## config.mk

```make
export PLATFORM = sky130hd
export DESIGN_NAME = fetx_top
export DESIGN_NICKNAME = d
export VERILOG_FILES = /design/src/fetx_top.v /design/src/fetx_fifo.v /design/src/fetx_line.v
export VERILOG_INCLUDE_DIRS = /design/src
export SDC_FILE = /design/constraint.sdc
export NUM_CORES = 1
export LEC_CHECK = 0
export BUFFER_PORTS_ARGS = -buffer_cell sky130_fd_sc_hd__clkbuf_2
export CAP_MARGIN = 30
export CORE_MARGIN = 3
export CORE_UTILIZATION = 40
export CTS_BUF_LIST = sky130_fd_sc_hd__clkbuf_4 sky130_fd_sc_hd__clkbuf_8 sky130_fd_sc_hd__clkbuf_16
export CTS_CLUSTER_SIZE = 14
export DETAILED_ROUTE_END_ITERATION = 8
export MAX_ROUTING_LAYER = met4
export PLACE_DENSITY = 0.52
export SLEW_MARGIN = 40
export SYNTH_ARGS = -nofsm -noshare
export SYNTH_HDL_FRONTEND = slang
export SYNTH_HIERARCHICAL = 1
export SYNTH_SLANG_ARGS = --single-unit
```

## constraint.sdc

```tcl
create_clock -name clk -period 2.75 [get_ports clk]
set_clock_uncertainty 0.1 [all_clocks]
set_input_delay 0.275 -clock clk [delete_from_list [all_inputs] [get_ports clk]]
set_output_delay 0.275 -clock clk [all_outputs]
set_load 0.1 [all_outputs]
```

## src/fetx_regs.vh

```
// Purpose: constants for the fast ethernet transmit encoder
// Assumes: included by fetx_top, not by the fifo or line files
// Notes: code-groups are sent msb first
`ifndef FETX_REGS_VH
`define FETX_REGS_VH
`define FETX_CG_J 5'h18
`define FETX_CG_K 5'h11
`define FETX_CG_T 5'h0D
`define FETX_CG_R 5'h07
`define FETX_CG_IDLE 5'h1F
`define FETX_CG_HALT 5'h04
`define FETX_SEED_LOW 7'h5A
`define FETX_SYM_BITS 5
`define FETX_FIFO_DEPTH 8
`endif

```

## src/fetx_top.v

```verilog
// Purpose: 100 Mb/s transmit encoder from mii nibbles to three-level streams
// Assumes: one clock; nibble taken every five clocks when nib_ready is high
// Notes: the mac holds each nibble until nib_ready
`timescale 1ns/1ns
`include "fetx_regs.vh"
module fetx_top #(
	parameter FIFO_DEPTH = `FETX_FIFO_DEPTH
)(
	input wire clk,
	input wire rst,
	input wire tx_en,
	input wire tx_er,
	input wire [3:0] tx_nibble,
	output wire nib_ready,
	input wire [4:0] strap_address_inputs,
	input wire scr_bypass,
	output wire mlt_pos,
	output wire mlt_neg,
	output wire halt_sent
);
	localparam ST_IDLE = 3'd0;
	localparam ST_K = 3'd1;
	localparam ST_DATA = 3'd2;
	localparam ST_T = 3'd3;
	localparam ST_R = 3'd4;
	reg [2:0] st_ff;
	reg [2:0] nxt_st;
	reg [4:0] cg;
	reg [4:0] strap_ff;
	reg seed_load_ff;
	reg rst_d_ff;
	reg [4:0] strap_s1_ff;
	reg [4:0] strap_s2_ff;
	reg [4:0] strap_s3_ff;
	reg byp_s1_ff;
	reg byp_s2_ff;
	reg byp_s3_ff;
	reg byp_ff;
	wire line_run;
	reg halt_ff;
	reg [4:0] shift_ff;
	reg [2:0] cnt_ff;
	wire fifo_in_ready;
	wire [4:0] fifo_data;
	wire fifo_valid;
	wire fifo_take;
	function [4:0] enc4b5b;
		input [3:0] n;
		begin
			case (n)
			4'h0: enc4b5b = 5'h1E;
			4'h1: enc4b5b = 5'h09;
			4'h2: enc4b5b = 5'h14;
			4'h3: enc4b5b = 5'h15;
			4'h4: enc4b5b = 5'h0A;
			4'h5: enc4b5b = 5'h0B;
			4'h6: enc4b5b = 5'h0E;
			4'h7: enc4b5b = 5'h0F;
			4'h8: enc4b5b = 5'h12;
			4'h9: enc4b5b = 5'h13;
			4'hA: enc4b5b = 5'h16;
			4'hB: enc4b5b = 5'h17;
			4'hC: enc4b5b = 5'h1A;
			4'hD: enc4b5b = 5'h1B;
			4'hE: enc4b5b = 5'h1C;
			default: enc4b5b = 5'h1D;
			endcase
		end
	endfunction
	assign nib_ready = fifo_in_ready && (st_ff == ST_IDLE || st_ff == ST_K || st_ff == ST_DATA);
	always @*
	begin
		nxt_st = st_ff;
		cg = `FETX_CG_IDLE;
		case (st_ff)
		ST_IDLE:
		begin
			if (tx_en)
			begin
				cg = `FETX_CG_J;
				nxt_st = ST_K;
			end
		end
		ST_K:
		begin
			cg = `FETX_CG_K;
			nxt_st = tx_en ? ST_DATA : ST_T;
		end
		ST_DATA:
		begin
			if (tx_en)
				cg = tx_er ? `FETX_CG_HALT : enc4b5b(tx_nibble);
			else
			begin
				cg = `FETX_CG_T;
				nxt_st = ST_R;
			end
		end
		ST_T:
		begin
			cg = `FETX_CG_T;
			nxt_st = ST_R;
		end
		ST_R:
		begin
			cg = `FETX_CG_R;
			nxt_st = ST_IDLE;
		end
		default:
			nxt_st = ST_IDLE;
		endcase
	end
	always @(posedge clk)
	begin
		rst_d_ff <= rst;
		// pin synchronisers, change accepted once stages two and three agree; strap only in the clock after reset ends
		strap_s1_ff <= strap_address_inputs;
		strap_s2_ff <= strap_s1_ff;
		strap_s3_ff <= strap_s2_ff;
		byp_s1_ff <= scr_bypass;
		byp_s2_ff <= byp_s1_ff;
		byp_s3_ff <= byp_s2_ff;
		if (byp_s2_ff == byp_s3_ff)
			byp_ff <= byp_s3_ff;
		if (rst)
		begin
			st_ff <= ST_IDLE;
			halt_ff <= 1'b0;
			strap_ff <= 5'h00;
			seed_load_ff <= 1'b0;
		end
		else
		begin
			seed_load_ff <= rst_d_ff;
			if (rst_d_ff && (strap_s2_ff == strap_s3_ff))
				strap_ff <= strap_s3_ff;
			if (fifo_in_ready)
			begin
				st_ff <= nxt_st;
				halt_ff <= (cg == `FETX_CG_HALT);
			end
			else
				halt_ff <= 1'b0;
		end
	end
	assign halt_sent = halt_ff;
	fetx_fifo #(
		.WIDTH(`FETX_SYM_BITS),
		.DEPTH(FIFO_DEPTH),
		.AW(3)
	) u_fifo (
		.clk(clk),
		.rst(rst),
		.in_data(cg),
		.in_valid(1'b1),
		.in_ready(fifo_in_ready),
		.out_data(fifo_data),
		.out_valid(fifo_valid),
		.out_ready(fifo_take)
	);
	assign fifo_take = (cnt_ff == 3'd0);
	always @(posedge clk)
	begin
		if (rst)
		begin
			shift_ff <= `FETX_CG_IDLE;
			cnt_ff <= 3'd0;
		end
		else if (cnt_ff == 3'd0)
		begin
			shift_ff <= fifo_valid ? fifo_data : `FETX_CG_IDLE;
			cnt_ff <= 3'd4;
		end
		else
		begin
			shift_ff <= {shift_ff[3:0], 1'b0};
			cnt_ff <= cnt_ff - 3'd1;
		end
	end
	// line held quiet until the seed is in place
	assign line_run = !rst_d_ff && !seed_load_ff;
	fetx_line u_line (
		.clk(clk),
		.rst(rst),
		.bit_in(shift_ff[4]),
		.bit_valid(line_run),
		.scr_bypass(byp_ff),
		.seed_load(seed_load_ff),
		.seed({strap_ff[4:1], `FETX_SEED_LOW}),
		.mlt_pos_ff(mlt_pos),
		.mlt_neg_ff(mlt_neg)
	);
endmodule

```

## src/fetx_fifo.v

```verilog
// Purpose: code-group buffer between encoder and serializer
// Assumes: single clock, synchronous active high reset
// Notes: depth must be a power of two
`timescale 1ns/1ns
module fetx_fifo #(
	parameter WIDTH = 5,
	parameter DEPTH = 8,
	parameter AW = 3
)(
	input wire clk,
	input wire rst,
	input wire [WIDTH-1:0] in_data,
	input wire in_valid,
	output wire in_ready,
	output wire [WIDTH-1:0] out_data,
	output wire out_valid,
	input wire out_ready
);
	reg [WIDTH-1:0] mem [0:DEPTH-1];
	reg [AW:0] wr_ff;
	reg [AW:0] rd_ff;
	wire full;
	wire empty;
	assign empty = (wr_ff == rd_ff);
	assign full = (wr_ff[AW-1:0] == rd_ff[AW-1:0]) && (wr_ff[AW] != rd_ff[AW]);
	assign in_ready = ~full;
	assign out_valid = ~empty;
	assign out_data = mem[rd_ff[AW-1:0]];
	always @(posedge clk)
	begin
		if (in_valid && !full)
			mem[wr_ff[AW-1:0]] <= in_data;
	end
	always @(posedge clk)
	begin
		if (rst)
		begin
			wr_ff <= {(AW+1){1'b0}};
			rd_ff <= {(AW+1){1'b0}};
		end
		else
		begin
			if (in_valid && !full)
				wr_ff <= wr_ff + 1'b1;
			if (out_ready && !empty)
				rd_ff <= rd_ff + 1'b1;
		end
	end
endmodule

```

## src/fetx_line.v

```verilog
// Purpose: scrambler, nrzi and three-level split on serial bits
// Assumes: one bit per clock when bit_valid is high
// Notes: seed loaded by seed_load
`timescale 1ns/1ns
module fetx_line (
	input wire clk,
	input wire rst,
	input wire bit_in,
	input wire bit_valid,
	input wire scr_bypass,
	input wire seed_load,
	input wire [10:0] seed,
	output reg mlt_pos_ff,
	output reg mlt_neg_ff
);
	reg [10:0] lfsr_ff;
	reg nrzi_ff;
	reg phase_ff;
	wire fb;
	wire scr_bit;
	assign fb = lfsr_ff[10] ^ lfsr_ff[8];
	assign scr_bit = scr_bypass ? bit_in : (bit_in ^ fb);
	always @(posedge clk)
	begin
		if (rst)
		begin
			lfsr_ff <= 11'h7FF;
			nrzi_ff <= 1'b0;
			phase_ff <= 1'b0;
			mlt_pos_ff <= 1'b0;
			mlt_neg_ff <= 1'b0;
		end
		else if (seed_load)
			lfsr_ff <= seed;
		else if (bit_valid)
		begin
			lfsr_ff <= {lfsr_ff[9:0], fb};
			if (scr_bit)
			begin
				nrzi_ff <= ~nrzi_ff;
				phase_ff <= ~phase_ff;
			end
			mlt_pos_ff <= scr_bit && !phase_ff;
			mlt_neg_ff <= scr_bit && phase_ff;
		end
	end
endmodule

```

==> out/results.ini, run 1 <==
[global_route]
grt_max_degree = 39
antenna_found_initial = 0
grt_overflow = 0
grt_pass1_vias = 2622
grtUsageTotal_pct = 13.6
grt_pass1_wl_um = 13300

[setup_path]
slowest_stage = dfxtp_2
cpPeakStageDelay_ps = 440
r2r_start = u_fifo/wr_ff[1]
critPathTopFamily = flip-flops
path_cells = xor2_1 > nor4_4 > inv_1 > nor2b_1 > a21boi_2 > buf_12
crit_fanout = 10
cp.arrival_ps = 2160
setup.worst_path.start_class = register
reg2regPathDepth = 4
path_class = reg2out
path_buf_inv = 2
reg2reg_to = u_fifo/mem[5][4]
endpoint_kind = output pin
worst_ep_required_time_ps = 2380
rrSetupSlack_ps = 680

[min_path]
hold_end = strap_s2_ff[4]
hold_class = reg2reg
holdCritStartpoint = strap_s1_ff[4]
hold_depth = 0

[yosys]
yosys-mux-area-fraction_pct = 15.0
post-synth-top-count-cell = dfxtp_1
synth_top_family_by_area = multiplexers
synthArstFlopShare_pct = 0
yosys.area_share.simple_pct = 14.9
synth_edf_count = 41
synth_area_leaders = edfxtp_1, dfxtp_1, mux4_2
yosysTopAreaCell = edfxtp_1
yosys_warnings = 6
yosysUniqueCellTypes = 58
synth-xor-area-share_pct = 3.35
synthTopCellsByCount = dfxtp_1, edfxtp_1, nand2b_1, mux2i_1, nand2_1
synth_top_area_share_pct = 28.0
ys_seq_area_share_pct = 55.7
synth_compound_area_share_pct = 6.68
ys.flop_type = dfxtp_1
synthesis.area_sq_mm = 0.00440
synth-seq-cells = 102
synthAdderAreaFrac_pct = 1.14
netlist_instances = 352
syn_area_per_cell_sq_um = 12.5

[cells_and_area]
diodes = 0
stdcell_area_sq_mm = 0.00496
regArea_sq_mm = 0.00245
n_fill_cell = 975
multi_input_area_sq_mm = 0.00189
drive_above_1_share_pct = 19.4
fin_nets = 405
area_growth_pct = 12.6

[power_and_ir_drop]
power_density_mw_per_mm2 = 682
swShare_pct = 29.6
p_total_mw = 3.38
ir_worst_vdd_mv = 0.303
power.leakage_nw = 1.77
p_seq_share_pct = 53.6
clkPwrFrac_pct = 25.8
p_comb_share_pct = 20.6
internal_power_mw = 2.38
p_switching_mw = 1.00

[floorplan]
die_area_sq_mm = 0.0123
die_w_um = 111
num_io_pins = 18
initial_core_util_pct = 41.9
fp.dieH_um = 111
core_sq_mm = 0.0105
rows = 37

[clock_tree]
clock_path_buffers = 2
clk_pin_slew_ps = 100
insertion_delay_ps = 360
cts_buffers = 9
cts_sinks = 102
cts_tree = yes
root_buffer = clkbuf_8
htree_levels = 3

[place]
gp_congestion = 0.721
portBuffers = 17
placed_cell_area_sq_mm = 0.00468
dp_hpwl_um = 5260

[sta]
tns_ps = 0
slew_headroom_pct = 53.2
fin_crit_ps = 2540
setup_viol = 0
worst_slew_pin_slew_ps = 702
finalHoldViolCount = 0
period_share_pct = 92.3
fmax_mhz = 394
rsz0062_at_grt = no
drv_slew = 0

[route]
wl_per_cell_um = 14.4
vias = 2680
drc_errors = 0
vias_per_cell = 5.08
postRouteAntennaNets = 0
detail_route.iter0.violations = 162
dr.pass1.iters = 4
wirelength_um = 7590

[status]
status = completed

[job]
maxCapViolations = 0

[power by group through the flow]
stage / sequential, mW / combinational, mW / clock (mW)
floorplan: 1.82 / 0.545 / 0
global placement: 1.84 / 0.691 / 0
detailed placement: 1.84 / 0.694 / 0
CTS: 1.81 / 0.712 / 0.916
global route: 1.83 / 0.787 / 0.962
finish: 1.81 / 0.697 / 0.873
[final cells by class]
class,count,share of cell area [%]
tap,136,3.43
multi-input combinational,234,38.1
sequential,102,49.5
timing repair buffer,34,4.90
clock buffer,9,2.50
inverter,6,0.454
clock inverter,7,1.14
[kinds of logic (layout without fill, tap and decap cells)]
family	Yosys count	after routing
flops	102	102
other cells	2	12
buf+inv	26	56
xor+xnor	16	16
mux	51	51
compound gates	37	37
simple gates	114	114
fa+ha+maj	4	4
[flip-flops by register name, summed over array words and instances (netlist names), named ones only]
| name | count |
|---|---|
| u_line/phase_ff | 1 |
| byp_ff | 1 |
| u_fifo/rd_ff | 4 |
| byp_s3_ff | 1 |
| byp_s2_ff | 1 |
| u_line/lfsr_ff | 11 |
| u_line/mlt_neg_ff | 1 |
| byp_s1_ff | 1 |
| strap_s2_ff | 5 |
| strap_ff | 4 |
| cnt_ff | 3 |
| u_fifo/mem | 40 |
| u_line/mlt_pos_ff | 1 |
| strap_s3_ff | 5 |
| st_ff | 3 |
| seed_load_ff | 1 |
| rst_d_ff | 1 |
| shift_ff | 5 |
| strap_s1_ff | 5 |
| u_fifo/wr_ff | 4 |
| halt_sent | 1 |
[metal layers]
metal | up-vias | track usage [%] | wire length (um)
met2 | 43 | 20.3 | 3370
met3 | 5 | 3.60 | 297
met5 | - | - | 0
met1 | 1282 | 18.4 | 3860
met4 | 0 | 4.19 | 68
li1 | 1350 | - | -
[worst reg2reg max path: stages (launching register included)]
cell and delay, ps:
dfxtp_2 440, xor2_1 430, nor4_4 100, buf_4 170, nor3_2 470
[worst max-delay path by stage]
| stage | startpoint | end | depth (start not counted) |
|---|---|---|---|
| after floorplan | u_fifo/wr_ff[0] | nib_ready | 6 |
| after global placement | u_fifo/wr_ff[1] | nib_ready | 6 |
| after detailed placement | u_fifo/wr_ff[1] | nib_ready | 6 |
| after CTS | u_fifo/wr_ff[0] | nib_ready | 6 |
| after global routing | u_fifo/wr_ff[1] | nib_ready | 6 |
| final | u_fifo/wr_ff[1] | nib_ready | 6 |
[per-stage QoR]
step	std cells	hold slack, ps	utilization, %	setup WS (ps)
floorplan	362	203	-	241
global placement	505	210	44.5	87.2
detailed placement	505	213	44.5	101
CTS	527	234	47.0	37.4
global route	528	242	47.2	43.1
finish	528	235	47.2	212
[timing repair]
item | 4_1_cts | 5_1_grt
hold buffers | 6 | 0
endpoints found under the setup margin | 1 | 1
hold endpoints to repair | 6 | 0
gates resized for setup | 2 | 3
buffers inserted | 0 | 1
pin swaps | 0 | 1
gates cloned | 0 | 0
[cell usage in the layout, fill, tap and decap left out, types with 5 or more instances in the layout]
cell type,instances
buf_4,11
mux4_2,10
mux2i_1,20
nand2_1,16
edfxtp_1,41
xor2_1,7
inv_1,5
nand2b_1,21
nor2_1,15
nand4_1,7
mux2_2,8
clkbuf_2,16
nor2b_1,15
nand3_1,5
dfxtp_1,59
dlygate4sd3_1,6
conb_1,12
o21ai_0,6
nor3_1,10
xnor2_1,7
mux2_1,13
clkbuf_8,9
Note: power is estimated with default switching activity, not from simulation.
==> inputs of run 2 (changes only) <==
--- a/config.mk
+++ b/config.mk
@@ -14,7 +14,7 @@
 export CTS_CLUSTER_SIZE = 14
 export DETAILED_ROUTE_END_ITERATION = 8
 export MAX_ROUTING_LAYER = met4
-export PLACE_DENSITY = 0.52
+export PLACE_DENSITY = 0.55
 export SLEW_MARGIN = 40
 export SYNTH_ARGS = -nofsm -noshare
 export SYNTH_HDL_FRONTEND = slang
==> run 2 against run 1 <==
  * Total power rose by 1.6%
  * Non-clock buffer count did not move
  * Critical path depth did not move
  * Sequential power barely moved
  * Critical endpoint unchanged
  * Largest cell class unchanged
  * Sequential share of layout area fell by 0.29 points
  * Cell count did not move
  * Flip-flop and latch count did not move
  * Register-to-register slack got worse by 80 ps
  * Count of clock-buffer cells in the layout did not move
==> out/results.ini, run 2 (synthesis results as in run 1) <==
[global_route]
antenna_found_initial = 0
grt_overflow = 0
grtUsageTotal_pct = 13.6
grt_max_degree = 42
grt_pass1_wl_um = 13100
grt_pass1_vias = 2598

[clock_tree]
cts_tree = yes
root_buffer = clkbuf_8
clk_pin_slew_ps = 110
htree_levels = 3
cts_sinks = 102
cts_buffers = 9
insertion_delay_ps = 360
clock_path_buffers = 2

[setup_path]
setup.worst_path.start_class = register
endpoint_kind = output pin
path_cells = xor2_2 > nor4_4 > inv_1 > nor2b_1 > a21boi_2 > buf_12
cpPeakStageDelay_ps = 480
crit_fanout = 6
critPathTopFamily = simple AND/OR/NAND/NOR gates
cp.arrival_ps = 2130
path_class = reg2out
path_buf_inv = 2
worst_ep_required_time_ps = 2380
slowest_stage = dfxtp_1

[floorplan]
core_sq_mm = 0.0105
rows = 37
die_area_sq_mm = 0.0123
fp.dieH_um = 111
die_w_um = 111
num_io_pins = 18
initial_core_util_pct = 41.9

[power_and_ir_drop]
swShare_pct = 30.1
power.leakage_nw = 1.78
p_seq_share_pct = 52.3
p_total_mw = 3.44
power_density_mw_per_mm2 = 690
ir_worst_vdd_mv = 0.253
p_comb_share_pct = 20.8
p_switching_mw = 1.04
clkPwrFrac_pct = 26.8
internal_power_mw = 2.40

[cells_and_area]
layout_commonest_cell = dfxtp_1
fin_util_pct = 47.4
drive_above_1_share_pct = 19.4
multi_input_area_sq_mm = 0.00189
layout_common_cells = dfxtp_1, edfxtp_1, nand2b_1
n_fill_cell = 952
fin_nets = 405
fin_cells = 528
area_growth_pct = 13.2
regArea_sq_mm = 0.00245
diodes = 0
largest_register_ff_count = 40
stdcell_area_sq_mm = 0.00498

[status]
status = completed

[route]
postRouteAntennaNets = 0
vias_per_cell = 4.94
wl_per_cell_um = 14.7
wirelength_um = 7770
detail_route.iter0.violations = 157
dr.pass1.iters = 4
vias = 2608
drc_errors = 0

[place]
portBuffers = 17
dp_hpwl_um = 5360
gp_congestion = 0.752
place_inst = 505
placed_cell_area_sq_mm = 0.00468

[min_path]
hold_class = reg2reg

[sta]
setup_viol = 0
fin_crit_ps = 2500
drv_slew = 0
slew_headroom_pct = 49.8
worst_slew_pin_slew_ps = 752
period_share_pct = 90.9
fmax_mhz = 400
tns_ps = 0
finalHoldViolCount = 0
rsz0062_at_grt = no

[job]
maxCapViolations = 0

-- run 2: cell types whose count changed in the layout (fill, tap and decap cells not counted) --
cell	previous run	this run
clkbuf_2	16	15
xor2_1	7	6
clkinv_1	1	0
xor2_2	2	3
buf_2	0	1
clkinv_8	0	1
clkinv_2	1	0
dfxtp_1	59	61
dfxtp_2	2	0
inv_8	2	3
-- run 2: power groups by stage --
stage	clock [mW]	sequential, mW	combinational (mW)
2_1_floorplan	0	1.82	0.545
3_3_place_gp	0	1.83	0.703
3_5_place_dp	0	1.83	0.710
4_1_cts	0.959	1.80	0.720
5_1_grt	1.01	1.82	0.794
6_report	0.922	1.80	0.716
-- run 2: final timing paths --
check	endpoint	slack, ps	cells after the start	from
max	nib_ready	250	6	u_fifo/rd_ff[0]
min reg2reg	strap_s2_ff[3]	240	0	strap_s1_ff[3]
min	strap_s2_ff[3]	240	0	strap_s1_ff[3]
max reg2reg	u_fifo/mem[2][1]	600	4	u_fifo/rd_ff[3]
-- run 2: worst reg2reg max path: cells and delay by family, from the launching register on --
kind,cells,cell delay [ps]
AO/OA/AOI/OAI,1,570
flip-flops,1,470
AND/OR/NAND/NOR,1,350
buffers and inverters,1,180
XOR/XNOR,1,170
-- run 2: area by class of cell --
| type | instances | share of cell area (%) |
|---|---|---|
| Clock inverter | 7 | 1.51 |
| Clock buffer | 9 | 2.49 |
| Multi-Input combinational cell | 234 | 38.0 |
| Tap cell | 136 | 3.42 |
| Timing Repair Buffer | 34 | 4.87 |
| Inverter | 6 | 0.452 |
| Sequential cell | 102 | 49.2 |
-- run 2: what timing repair did --
action	in CTS	in global routing
endpoints found under the setup margin	1	1
resized for setup	1	3
endpoints found under the hold margin	6	0
hold buffers	6	0
setup buffers	0	1
pin swaps	0	1
-- run 2: routing by layer --
metal,track usage [%],part of all wire (%),up-vias
met5,-,0,-
met4,3.45,0.48,0
met3,3.22,2.4,2
met2,20.7,47,28
met1,18.4,50,1228
li1,-,-,1350
-- run 2: metrics by stage --
stage	setup WS, ps	hold slack [ps]
floorplan	241	203
global placement	248	212
detailed placement	191	212
CTS	10.9	239
global route	61.8	246
finish	249	238
